## config.mk

```make
export PLATFORM = sky130hd
export DESIGN_NAME = gcs_capability_regs
export DESIGN_NICKNAME = d
export VERILOG_FILES = /design/src/pkg/gcs_pkg.sv /design/src/rtl/gcs_capability_regs.sv
export SDC_FILE = /design/constraint.sdc
export NUM_CORES = 1
export LEC_CHECK = 0
export BUFFER_PORTS_ARGS = -buffer_cell sky130_fd_sc_hd__buf_4
export CORE_MARGIN = 2
export CORE_UTILIZATION = 36
export CTS_CLUSTER_DIAMETER = 60
export DETAILED_ROUTE_END_ITERATION = 12
export PLACE_DENSITY_LB_ADDON = 0.1
export SLEW_MARGIN = 20
export SYNTH_ARGS = -nofsm -noshare
export SYNTH_HDL_FRONTEND = slang
export SYNTH_SLANG_ARGS = --single-unit
```

## constraint.sdc

```tcl
create_clock -name core_clk -period 1 [get_ports core_clk]
set_input_delay 0.1 -clock core_clk [delete_from_list [all_inputs] [get_ports core_clk]]
set_output_delay 0.1 -clock core_clk [all_outputs]
set_load 0.01 [all_outputs]
```

## src/pkg/gcs_pkg.sv

```systemverilog
package gcs_pkg;

    // ----------------------------------------------------------------
    // Register map
    // ----------------------------------------------------------------
    localparam logic [7:0] GCS_HDR_OFF  = 8'ha0;
    localparam logic [7:0] GCS_STAT_OFF = 8'ha4;

    // ----------------------------------------------------------------
    // Capability header fields
    // ----------------------------------------------------------------
    localparam int         GCS_MAJOR_LSB = 20;
    localparam int         GCS_MINOR_LSB = 16;
    localparam int         GCS_NEXT_LSB  = 8;
    localparam int         GCS_ID_LSB    = 0;
    localparam logic [3:0] GCS_MAJOR_REV = 4'h1;
    localparam logic [3:0] GCS_MINOR_REV = 4'h0;
    localparam logic [7:0] GCS_NEXT_PTR  = 8'h00;
    localparam logic [7:0] GCS_CAP_ID    = 8'h02;
    localparam logic [31:0] GCS_HDR_RESET = 32'h00100002;

    // ----------------------------------------------------------------
    // Status fields
    // ----------------------------------------------------------------
    localparam int         GCS_DEPTH_LSB  = 24;
    localparam int         GCS_SBA_BIT    = 9;
    localparam int         GCS_RATE_LSB   = 0;
    localparam logic [1:0] GCS_RATES      = 2'h3;
    localparam logic [7:0] GCS_DEPTH_RST  = 8'h1f;
    localparam logic [2:0] GCS_DEPTH_MAXC = 3'h5;
    localparam logic [31:0] GCS_STAT_RESET = 32'h1f000203;

endpackage : gcs_pkg

```

## src/rtl/gcs_capability_regs.sv

```systemverilog
`timescale 1ns/1ps
`default_nettype none

// Overview of operation
// - Header bits 23:20 read major revision 0001.
// - Header bits 19:16 read minor revision 0000.
// - Header bits 15:8 next pointer reads zero.
// - Header bits 7:0 read capability ID 02h.
// - Status depth low bits follow control 12:10.
// - Depth only 32,16,8,4,2,1; resets 1Fh.
// - Status bit 9 reads one, sideband supported.
// - Status bits 1:0 read 11b, 1X/2X.
// - Rate capability covers data and sideband buses.
module gcs_capability_regs
    import gcs_pkg::*;
#(
    parameter int ADDR_W = 8
) (
    // Clock and reset
    input  wire logic              core_clk,
    input  wire logic              resetn,
    // APB slave
    input  wire logic              psel,
    input  wire logic              penable,
    input  wire logic              pwrite,
    input  wire logic [ADDR_W-1:0] paddr,
    input  wire logic [31:0]       pwdata,
    output var  logic [31:0]       prdata,
    output var  logic              pready,
    output var  logic              pslverr,
    // Queue depth setting from the control register
    input  wire logic [2:0]        queueDepthSel
);

    if (ADDR_W < 8) begin : g_addr_check
        $error("ADDR_W must be at least 8");
    end

    // ----------------------------------------------------------------
    // Queue depth tracking
    // ----------------------------------------------------------------
    logic [7:0] queueDepth;
    logic [7:0] next_queueDepth;

    // Depth is held as depth minus one; codes past the last legal one
    // fall back to a depth of one rather than reporting a stray value.
    always_comb begin
        if (queueDepthSel <= GCS_DEPTH_MAXC) begin
            next_queueDepth = {2'h0, 6'(GCS_DEPTH_RST[5:0] >> queueDepthSel)};
        end else begin
            next_queueDepth = 8'h00;
        end
    end

    always_ff @(posedge core_clk or negedge resetn) begin
        if (!resetn) begin
            queueDepth <= GCS_DEPTH_RST;
        end else begin
            queueDepth <= next_queueDepth;
        end
    end

    // ----------------------------------------------------------------
    // Register images
    // ----------------------------------------------------------------
    logic [31:0] hdrImage;
    logic [31:0] statImage;

    always_comb begin
        hdrImage = 32'h00000000;
        hdrImage[GCS_MAJOR_LSB +: 4] = GCS_MAJOR_REV;
        hdrImage[GCS_MINOR_LSB +: 4] = GCS_MINOR_REV;
        hdrImage[GCS_NEXT_LSB +: 8]  = GCS_NEXT_PTR;
        hdrImage[GCS_ID_LSB +: 8]    = GCS_CAP_ID;
    end

    // One rate field serves both the data bus and the sideband bus.
    always_comb begin
        statImage = 32'h00000000;
        statImage[GCS_DEPTH_LSB +: 8] = queueDepth;
        statImage[GCS_SBA_BIT]        = 1'b1;
        statImage[GCS_RATE_LSB +: 2]  = GCS_RATES;
    end

    // ----------------------------------------------------------------
    // APB slave
    // ----------------------------------------------------------------
    logic setupPhase;
    logic hitHdr;
    logic hitStat;

    assign setupPhase = psel && !penable;
    assign hitHdr     = paddr[7:0] == GCS_HDR_OFF;
    assign hitStat    = paddr[7:0] == GCS_STAT_OFF;

    // The answer is prepared in the setup cycle so every access phase
    // completes in one cycle with registered outputs.
    always_ff @(posedge core_clk or negedge resetn) begin
        if (!resetn) begin
            pready <= 1'b0;
        end else begin
            pready <= setupPhase;
        end
    end

    always_ff @(posedge core_clk or negedge resetn) begin
        if (!resetn) begin
            pslverr <= 1'b0;
        end else if (setupPhase) begin
            pslverr <= !(hitHdr || hitStat);
        end else begin
            pslverr <= 1'b0;
        end
    end

    // Writes to mapped registers complete without error and change nothing.
    always_ff @(posedge core_clk or negedge resetn) begin
        if (!resetn) begin
            prdata <= 32'h00000000;
        end else if (setupPhase && !pwrite && hitHdr) begin
            prdata <= hdrImage;
        end else if (setupPhase && !pwrite && hitStat) begin
            prdata <= statImage;
        end else if (setupPhase) begin
            prdata <= 32'h00000000;
        end
    end
endmodule : gcs_capability_regs

`default_nettype wire

```

After elaboration in Yosys (flattened, before gate mapping)
Cells that the tools add are included.
- word-level logic and storage cells: 22
- input bits: 48
- register bits after elaboration: 40
- output and inout port bits: 34
- mux-type cells: 5
- reductions and logical operators: 9
- equal/unequal tests: 2
- shifts and indexed selects: 1
- order comparisons: 1
- operators with widths (kind ; count):
    $mux W32 ; 3
    $eq A8 B8 Y1 const B ; 2
    $mux W6 ; 1
    $shr A5 B3 Y6 const A ; 1
    $logic_and A1 B1 Y1 ; 4
    $le A3 B3 Y1 const B ; 1
    $logic_not A1 Y1 ; 3
    $reduce_bool A3 Y1 ; 1
    $logic_or A1 B1 Y1 ; 1
    $mux W1 ; 1

Longest topological paths before layout
Gate-level depths: netlist of the first run.
- depth after elaboration: 6
- gate-level depth with buffers: 4
- depth with buffers taken out: 3

Worst setup path before layout of the first run
No wires, ideal clock.
- path kind: in2reg
- from: input port paddr[6]
- to: register prdata[9]
- buffers on the path: 1
- data required time: 0.881 ns
- slack: 0.096 ns
- stages: 4
- data arrival time: 0.786 ns
- library setup time: 0.119 ns
- path through: and4bb_1 and4b_1 buf_6 a21o_2
- cells in the longest elaborated chain, start to end: 4
- elaborated cells on any way between the ends: 7
- RTL lines (element ; line ; text):
    start: declaration ; gcs_capability_regs.sv:26 ; input wire logic [ADDR_W-1:0] paddr,
    $eq A8 B8 Y1 ; gcs_capability_regs.sv:94 ; assign hitStat = paddr[7:0] == GCS_STAT_OFF;
    $logic_and A1 B1 Y1 ; gcs_capability_regs.sv:122 ; end else if (setupPhase && !pwrite && hitStat) begin
    $mux W32 ; gcs_capability_regs.sv:122 ;
    $mux W32 ; gcs_capability_regs.sv:120 ; end else if (setupPhase && !pwrite && hitHdr) begin
    end signal: assignment ; gcs_capability_regs.sv:121 ; prdata <= hdrImage;
    end signal: assignment ; gcs_capability_regs.sv:123 ; prdata <= statImage;
    end: declaration ; gcs_capability_regs.sv:28 ; output var logic [31:0] prdata,
Several ways; a longest one is shown, not always the timed one.
A chain may end at the register's enable or synchronous reset.

Final worst setup path of the first run
- from: register prdata[9]
- to: output port prdata[9]
No word-level cell between the ends.

==> results of run 1 <==
## kinds of logic (layout without fill, tap and decap cells)
| family | Yosys count | after routing |
|---|---|---|
| buffers and inverters | 28 | 41 |
| DFF | 15 | 15 |
| AOI/OAI and AO/OA | 11 | 11 |
| and+or+nand+nor | 11 | 11 |
| other | 1 | 23 |
## final timing paths
check                            from       endpoint  slack [ns]  cells after the start
setup / recovery            prdata[9]      prdata[9]        0.07                      1
hold / removal               paddr[2]     prdata[20]        0.09                      3
setup reg to reg           prdata[26]     prdata[26]        0.30                      1
hold reg to reg            prdata[20]     prdata[20]        0.49                      2
max in group asynchronous      resetn  queueDepth[4]        0.55                      2
min in group asynchronous      resetn     prdata[28]        0.21                      2
## Yosys cell counts, drive strengths merged
| master | count | share of area, % |
|---|---|---|
| o21ai | 1 | 0.67 |
| dfrtp | 10 | 33 |
| and4b | 1 | 1.3 |
| conb | 1 | 0.50 |
| nand2 | 2 | 1.0 |
| nor3 | 2 | 1.3 |
| a22o | 5 | 5.8 |
| or3 | 1 | 0.83 |
| o41ai | 1 | 2.2 |
| dfstp | 5 | 18 |
| nand2b | 2 | 1.7 |
| o31ai | 1 | 1.0 |
| inv | 2 | 1.0 |
| nor2 | 1 | 0.50 |
| buf | 25 | 25 |
| a21o | 1 | 1.2 |
| clkbuf | 1 | 0.50 |
| and3b | 1 | 1.2 |
| and4bb | 1 | 1.7 |
| a21oi | 2 | 1.3 |
## registers in the layout, indices dropped and copies added, names as in the netlist
| register | flops |
|---|---|
| prdata | 8 |
| pready | 1 |
| pslverr | 1 |
| queueDepth | 5 |
## placed cells by master, fill, tap and decap left out, drive strengths merged
master	Yosys	layout
nand2	2	2
dfrtp	10	10
and3b	1	1
o31ai	1	1
and4b	1	1
inv	2	2
o21ai	1	1
a21oi	2	2
a22o	5	5
nand2b	2	2
clkbuf	1	4
dlygate4sd3	0	4
or3	1	1
conb	1	23
o41ai	1	1
nor2	1	1
buf	25	31
and4bb	1	1
dfstp	5	5
a21o	1	1
nor3	2	2
## area by class of cell
cell class              count  share of cell area [%]
repair buffers             35                    28.1
inverters                   2                   0.773
well taps                  27                    3.48
multi-input cells          45                    25.6
flip-flops and latches     15                    39.3
clock buffers               4                    2.71
## where the power goes
group          total, mW  switching (mW)  internal [mW]
sequential         0.634         0.00392          0.630
combinational      0.158          0.0861         0.0715
clock              0.331           0.176          0.155
total               1.12           0.267          0.856
## metrics by stage
step	cell area (sq um)	power, mW
floorplan	833	0.774
global placement	905	0.789
detailed placement	905	0.790
CTS	971	1.14
global route	971	1.20
finish	971	1.12
## routing by layer
metal	GRT usage, %	vias to the layer above	part of all wire [%]
met4	2.78	0	0
met1	13.2	242	40
li1	-	247	-
met2	17.1	25	52
met3	4.85	0	8.3
met5	0	-	0
==> results_dict.tcl, run 1 <==
set metrics [dict create \
    synthXorXnorAreaFrac_pct 0 \
    ys_warn_count 0 \
    cts_tree "built" \
    crit_fanout 3 \
    powerDensity_nw_per_um2 1160 \
    place_hpwl_um 936 \
    seq_area_sq_um 382 \
    cts.clk_slew.worst_paths_ns 0.08 \
    wl_per_cell_um 9.45 \
    ys_seq_elements 15 \
    pin_count 82 \
    grt_pass1_vias 438 \
    ctsLongestPathBuffers 2 \
    portBuffers 26 \
    nets 150 \
    synthesis.area_sq_um 751 \
    synth.distinct_cells 21 \
    yosys.area_share.adder_pct 0 \
    hold_violations 0 \
    synth_cells 66 \
    drt_iter0_drc 9 \
    drc 0 \
    fmax_mhz 1080 \
    cts_made_buffers 3 \
    setup_viol 0 \
    worstSkewPairLatency_ns 0.27 \
    ys_seq_area_share_pct 50.8 \
    grt_pass1_wl_mm 2.01 \
    grt-ovfl-total 0 \
    setup-tns-final_ns 0 \
    routabilityCongestion 0.698 \
    skew_ns 0.00230 \
    finalHoldWorstSlack_ns 0.0932 \
    fin_crit_ns 0.925 \
    critPathBufInv 1 \
    final_cells 128 \
    nFillCells 211 \
    drtPass1Iterations 2 \
    initial_core_util_pct 38.3 \
    cp_cell_sequence "buf_4" \
    core_area_sq_um 1960 \
    cts_resized 0 \
    critPathMaxStageDelay_ns 0.40 \
    die_w_um 49.7 \
    vias 514 \
    synthMuxAreaShare_pct 0 \
    startpoint_type "flop" \
    diodes 0 \
    root_buffer "clkbuf_4" \
    synthSimpleGateAreaFrac_pct 9.50 \
    ir_drop_mv 0.939 \
    avgSynthCellArea_sq_um 11.4 \
    cts.sinks 15 \
    post-route-util_pct 49.5 \
    post-cts-setup-buffer-count 0 \
    place_ws_ns -0.0495 \
    hp-class "primary input to flop" \
    endpoint_kind "output pin" \
    rows 16 \
    critical_path.top_delay_family "flip-flops" \
    grt_max_degree 16 \
    crit_type "flop to output pin" \
    drv_cap 0 \
    rsz0062_at_grt "no" \
    area_growth_pct 29.3 \
    synth_top_family_by_area "buffers and inverters" \
    min_period_over_period_pct 92.5 \
    h-tree-depth 1 \
    via_per_inst 4.02 \
    antenna_found_initial 0 \
    ant_nets 0 \
    die_h_um 49.7 \
    routed_wl_mm 1.21 \
    drive_gt1_share_pct 40.6 \
    crit_slowest_cell "dfrtp_1" \
    die-area_sq_um 2470 \
    leakage_nw 0.534 \
    crit_required_ns 0.90 \
    layout_setup_ws_ns 0.0750 \
    maxSlewViolCount 0 \
    synth_compound_area_share_pct 12.2 \
    dp.cells 120 \
    worstPathArrival_ns 0.83 \
    multiInputGateArea_sq_um 249 \
    outcome "complete, no violations" \
    postCtsHoldBufs 4 \
    gr-usage-all-layers_pct 10.8 \
]
(Power assumes the default switching activity.)
==> inputs of run 2 (changes only) <==
--- a/config.mk
+++ b/config.mk
@@ -11,6 +11,7 @@
 export CTS_CLUSTER_DIAMETER = 60
 export DETAILED_ROUTE_END_ITERATION = 12
 export PLACE_DENSITY_LB_ADDON = 0.1
+export RECOVER_POWER = 50
 export SLEW_MARGIN = 20
 export SYNTH_ARGS = -nofsm -noshare
 export SYNTH_HDL_FRONTEND = slang
==> results_dict.tcl, run 2 (synthesis gave the netlist of run 1 again) <==
set metrics [dict create \
    dp.cells 120 \
    wl_per_cell_um 9.52 \
    grt_max_degree 16 \
    root_buffer "clkbuf_4" \
    timing.rr.start "prdata[26]" \
    hp-class "primary input to flop" \
    hold_violations 0 \
    drtPass1Iterations 3 \
    vias 516 \
    nFillCells 216 \
    critPathBufInv 1 \
    cp-endpoint "prdata[9]" \
    portBuffers 26 \
    finalHoldWorstSlack_ns 0.0948 \
    pin_count 82 \
    drive_gt1_share_pct 37.6 \
    critPathMaxStageDelay_ns 0.40 \
    seq_area_sq_um 382 \
    initial_core_util_pct 38.3 \
    cp-startpoint "prdata[9]" \
    cts.sinks 15 \
    maxSlewViolCount 0 \
    drv_cap 0 \
    routed_wl_mm 1.22 \
    cp_cell_sequence "buf_4" \
    cts_resized 0 \
    ctsLongestPathBuffers 2 \
    worstPathArrival_ns 0.83 \
    most-common-layout-cells "27 x buf_4, 23 x conb_1, 10 x dfrtp_1, 5 x a22o_1, 5 x dfstp_2" \
    gr-usage-all-layers_pct 10.8 \
    cts_tree "built" \
    drc 0 \
    h-tree-depth 1 \
    place_ws_ns -0.0495 \
    crit_fanout 3 \
    rrSetupSlack_ns 0.30 \
    ir_drop_mv 0.940 \
    crit_slowest_cell "dfrtp_1" \
    die_h_um 49.7 \
    die_w_um 49.7 \
    min_period_over_period_pct 92.5 \
    startpoint_type "flop" \
    top_register "prdata" \
    via_per_inst 4.03 \
    largest_reg_flops 8 \
    crit_required_ns 0.90 \
    final_common_cell "buf_4" \
    outcome "complete, no violations" \
    r2r_cells 1 \
    rows 16 \
    diodes 0 \
    grt_pass1_wl_mm 2.01 \
    leakage_nw 0.520 \
    ant_nets 0 \
    multiInputGateArea_sq_um 241 \
    critical_path.top_delay_family "flip-flops" \
    grt_pass1_vias 438 \
    crit_type "flop to output pin" \
    reg_top3 "prdata (8), queueDepth (5)" \
    fmax_mhz 1080 \
    fin_crit_ns 0.925 \
    cts_made_buffers 3 \
    powerDensity_nw_per_um2 1170 \
    layout_setup_ws_ns 0.0746 \
    postCtsHoldBufs 4 \
    r2r-end "prdata[26]" \
    rsz0062_at_grt "no" \
    core_area_sq_um 1960 \
    skew_ns 0.00349 \
    cts.clk_slew.worst_paths_ns 0.08 \
    die-area_sq_um 2470 \
    cp.depth 1 \
    nets 150 \
    routabilityCongestion 0.698 \
    post-cts-setup-buffer-count 0 \
    endpoint_kind "output pin" \
    area_growth_pct 27.0 \
    place_hpwl_um 936 \
    drt_iter0_drc 12 \
    antenna_found_initial 0 \
    worstSkewPairLatency_ns 0.28 \
    setup_viol 0 \
    grt-ovfl-total 0 \
    final_cells 128 \
]
run 2: cell count changes in the layout (fill, tap and decap cells not counted):
cell	before	now
buf_4	31	27
clkbuf_1	1	3
o41ai_2	1	0
clkbuf_2	0	1
o41ai_1	0	1
clkbuf_4	3	4
run 2: worst min path at each step:
stage / startpoint / to / slack [ns] / depth (start not counted)
floorplan: resetn / prdata[1] / -0.20 / 0
global placement: resetn / prdata[1] / -0.04 / 1
detailed placement: resetn / prdata[1] / -0.04 / 1
CTS: paddr[2] / prdata[20] / 0.09 / 3
global route: paddr[2] / prdata[20] / 0.09 / 3
finish: paddr[2] / prdata[20] / 0.09 / 3
run 2: layer usage:
metal | up-vias | track usage (%) | wire (um)
met1 | 243 | 13.2 | 492
met4 | 0 | 2.78 | 0
met2 | 25 | 17.1 | 624
met3 | 0 | 4.85 | 102
met5 | - | 0 | 0
li1 | 248 | - | -
run 2: metrics by stage:
step	total power [mW]	setup TNS (ns)	cell area, sq um	util, %
after floorplan	0.774	0	833	-
after global placement	0.789	-0.256	905	46.1
after detailed placement	0.790	-0.274	905	46.1
after CTS	1.14	0	971	49.5
after global routing	1.19	0	953	48.6
final	1.12	0	953	48.6
run 2: layout make-up:
type                       count  share of cell area (%)
sequential                    15                    40.0
tap                           27                    3.54
multi-input combinational     45                    25.3
clock buffer                   4                    2.76
inverter                       2                   0.787
timing repair buffer          35                    27.6
run 2: power breakdown:
part,internal [mW],switching (mW)
sequential,0.630,0.00387
clock,0.155,0.178
combinational,0.0665,0.0856
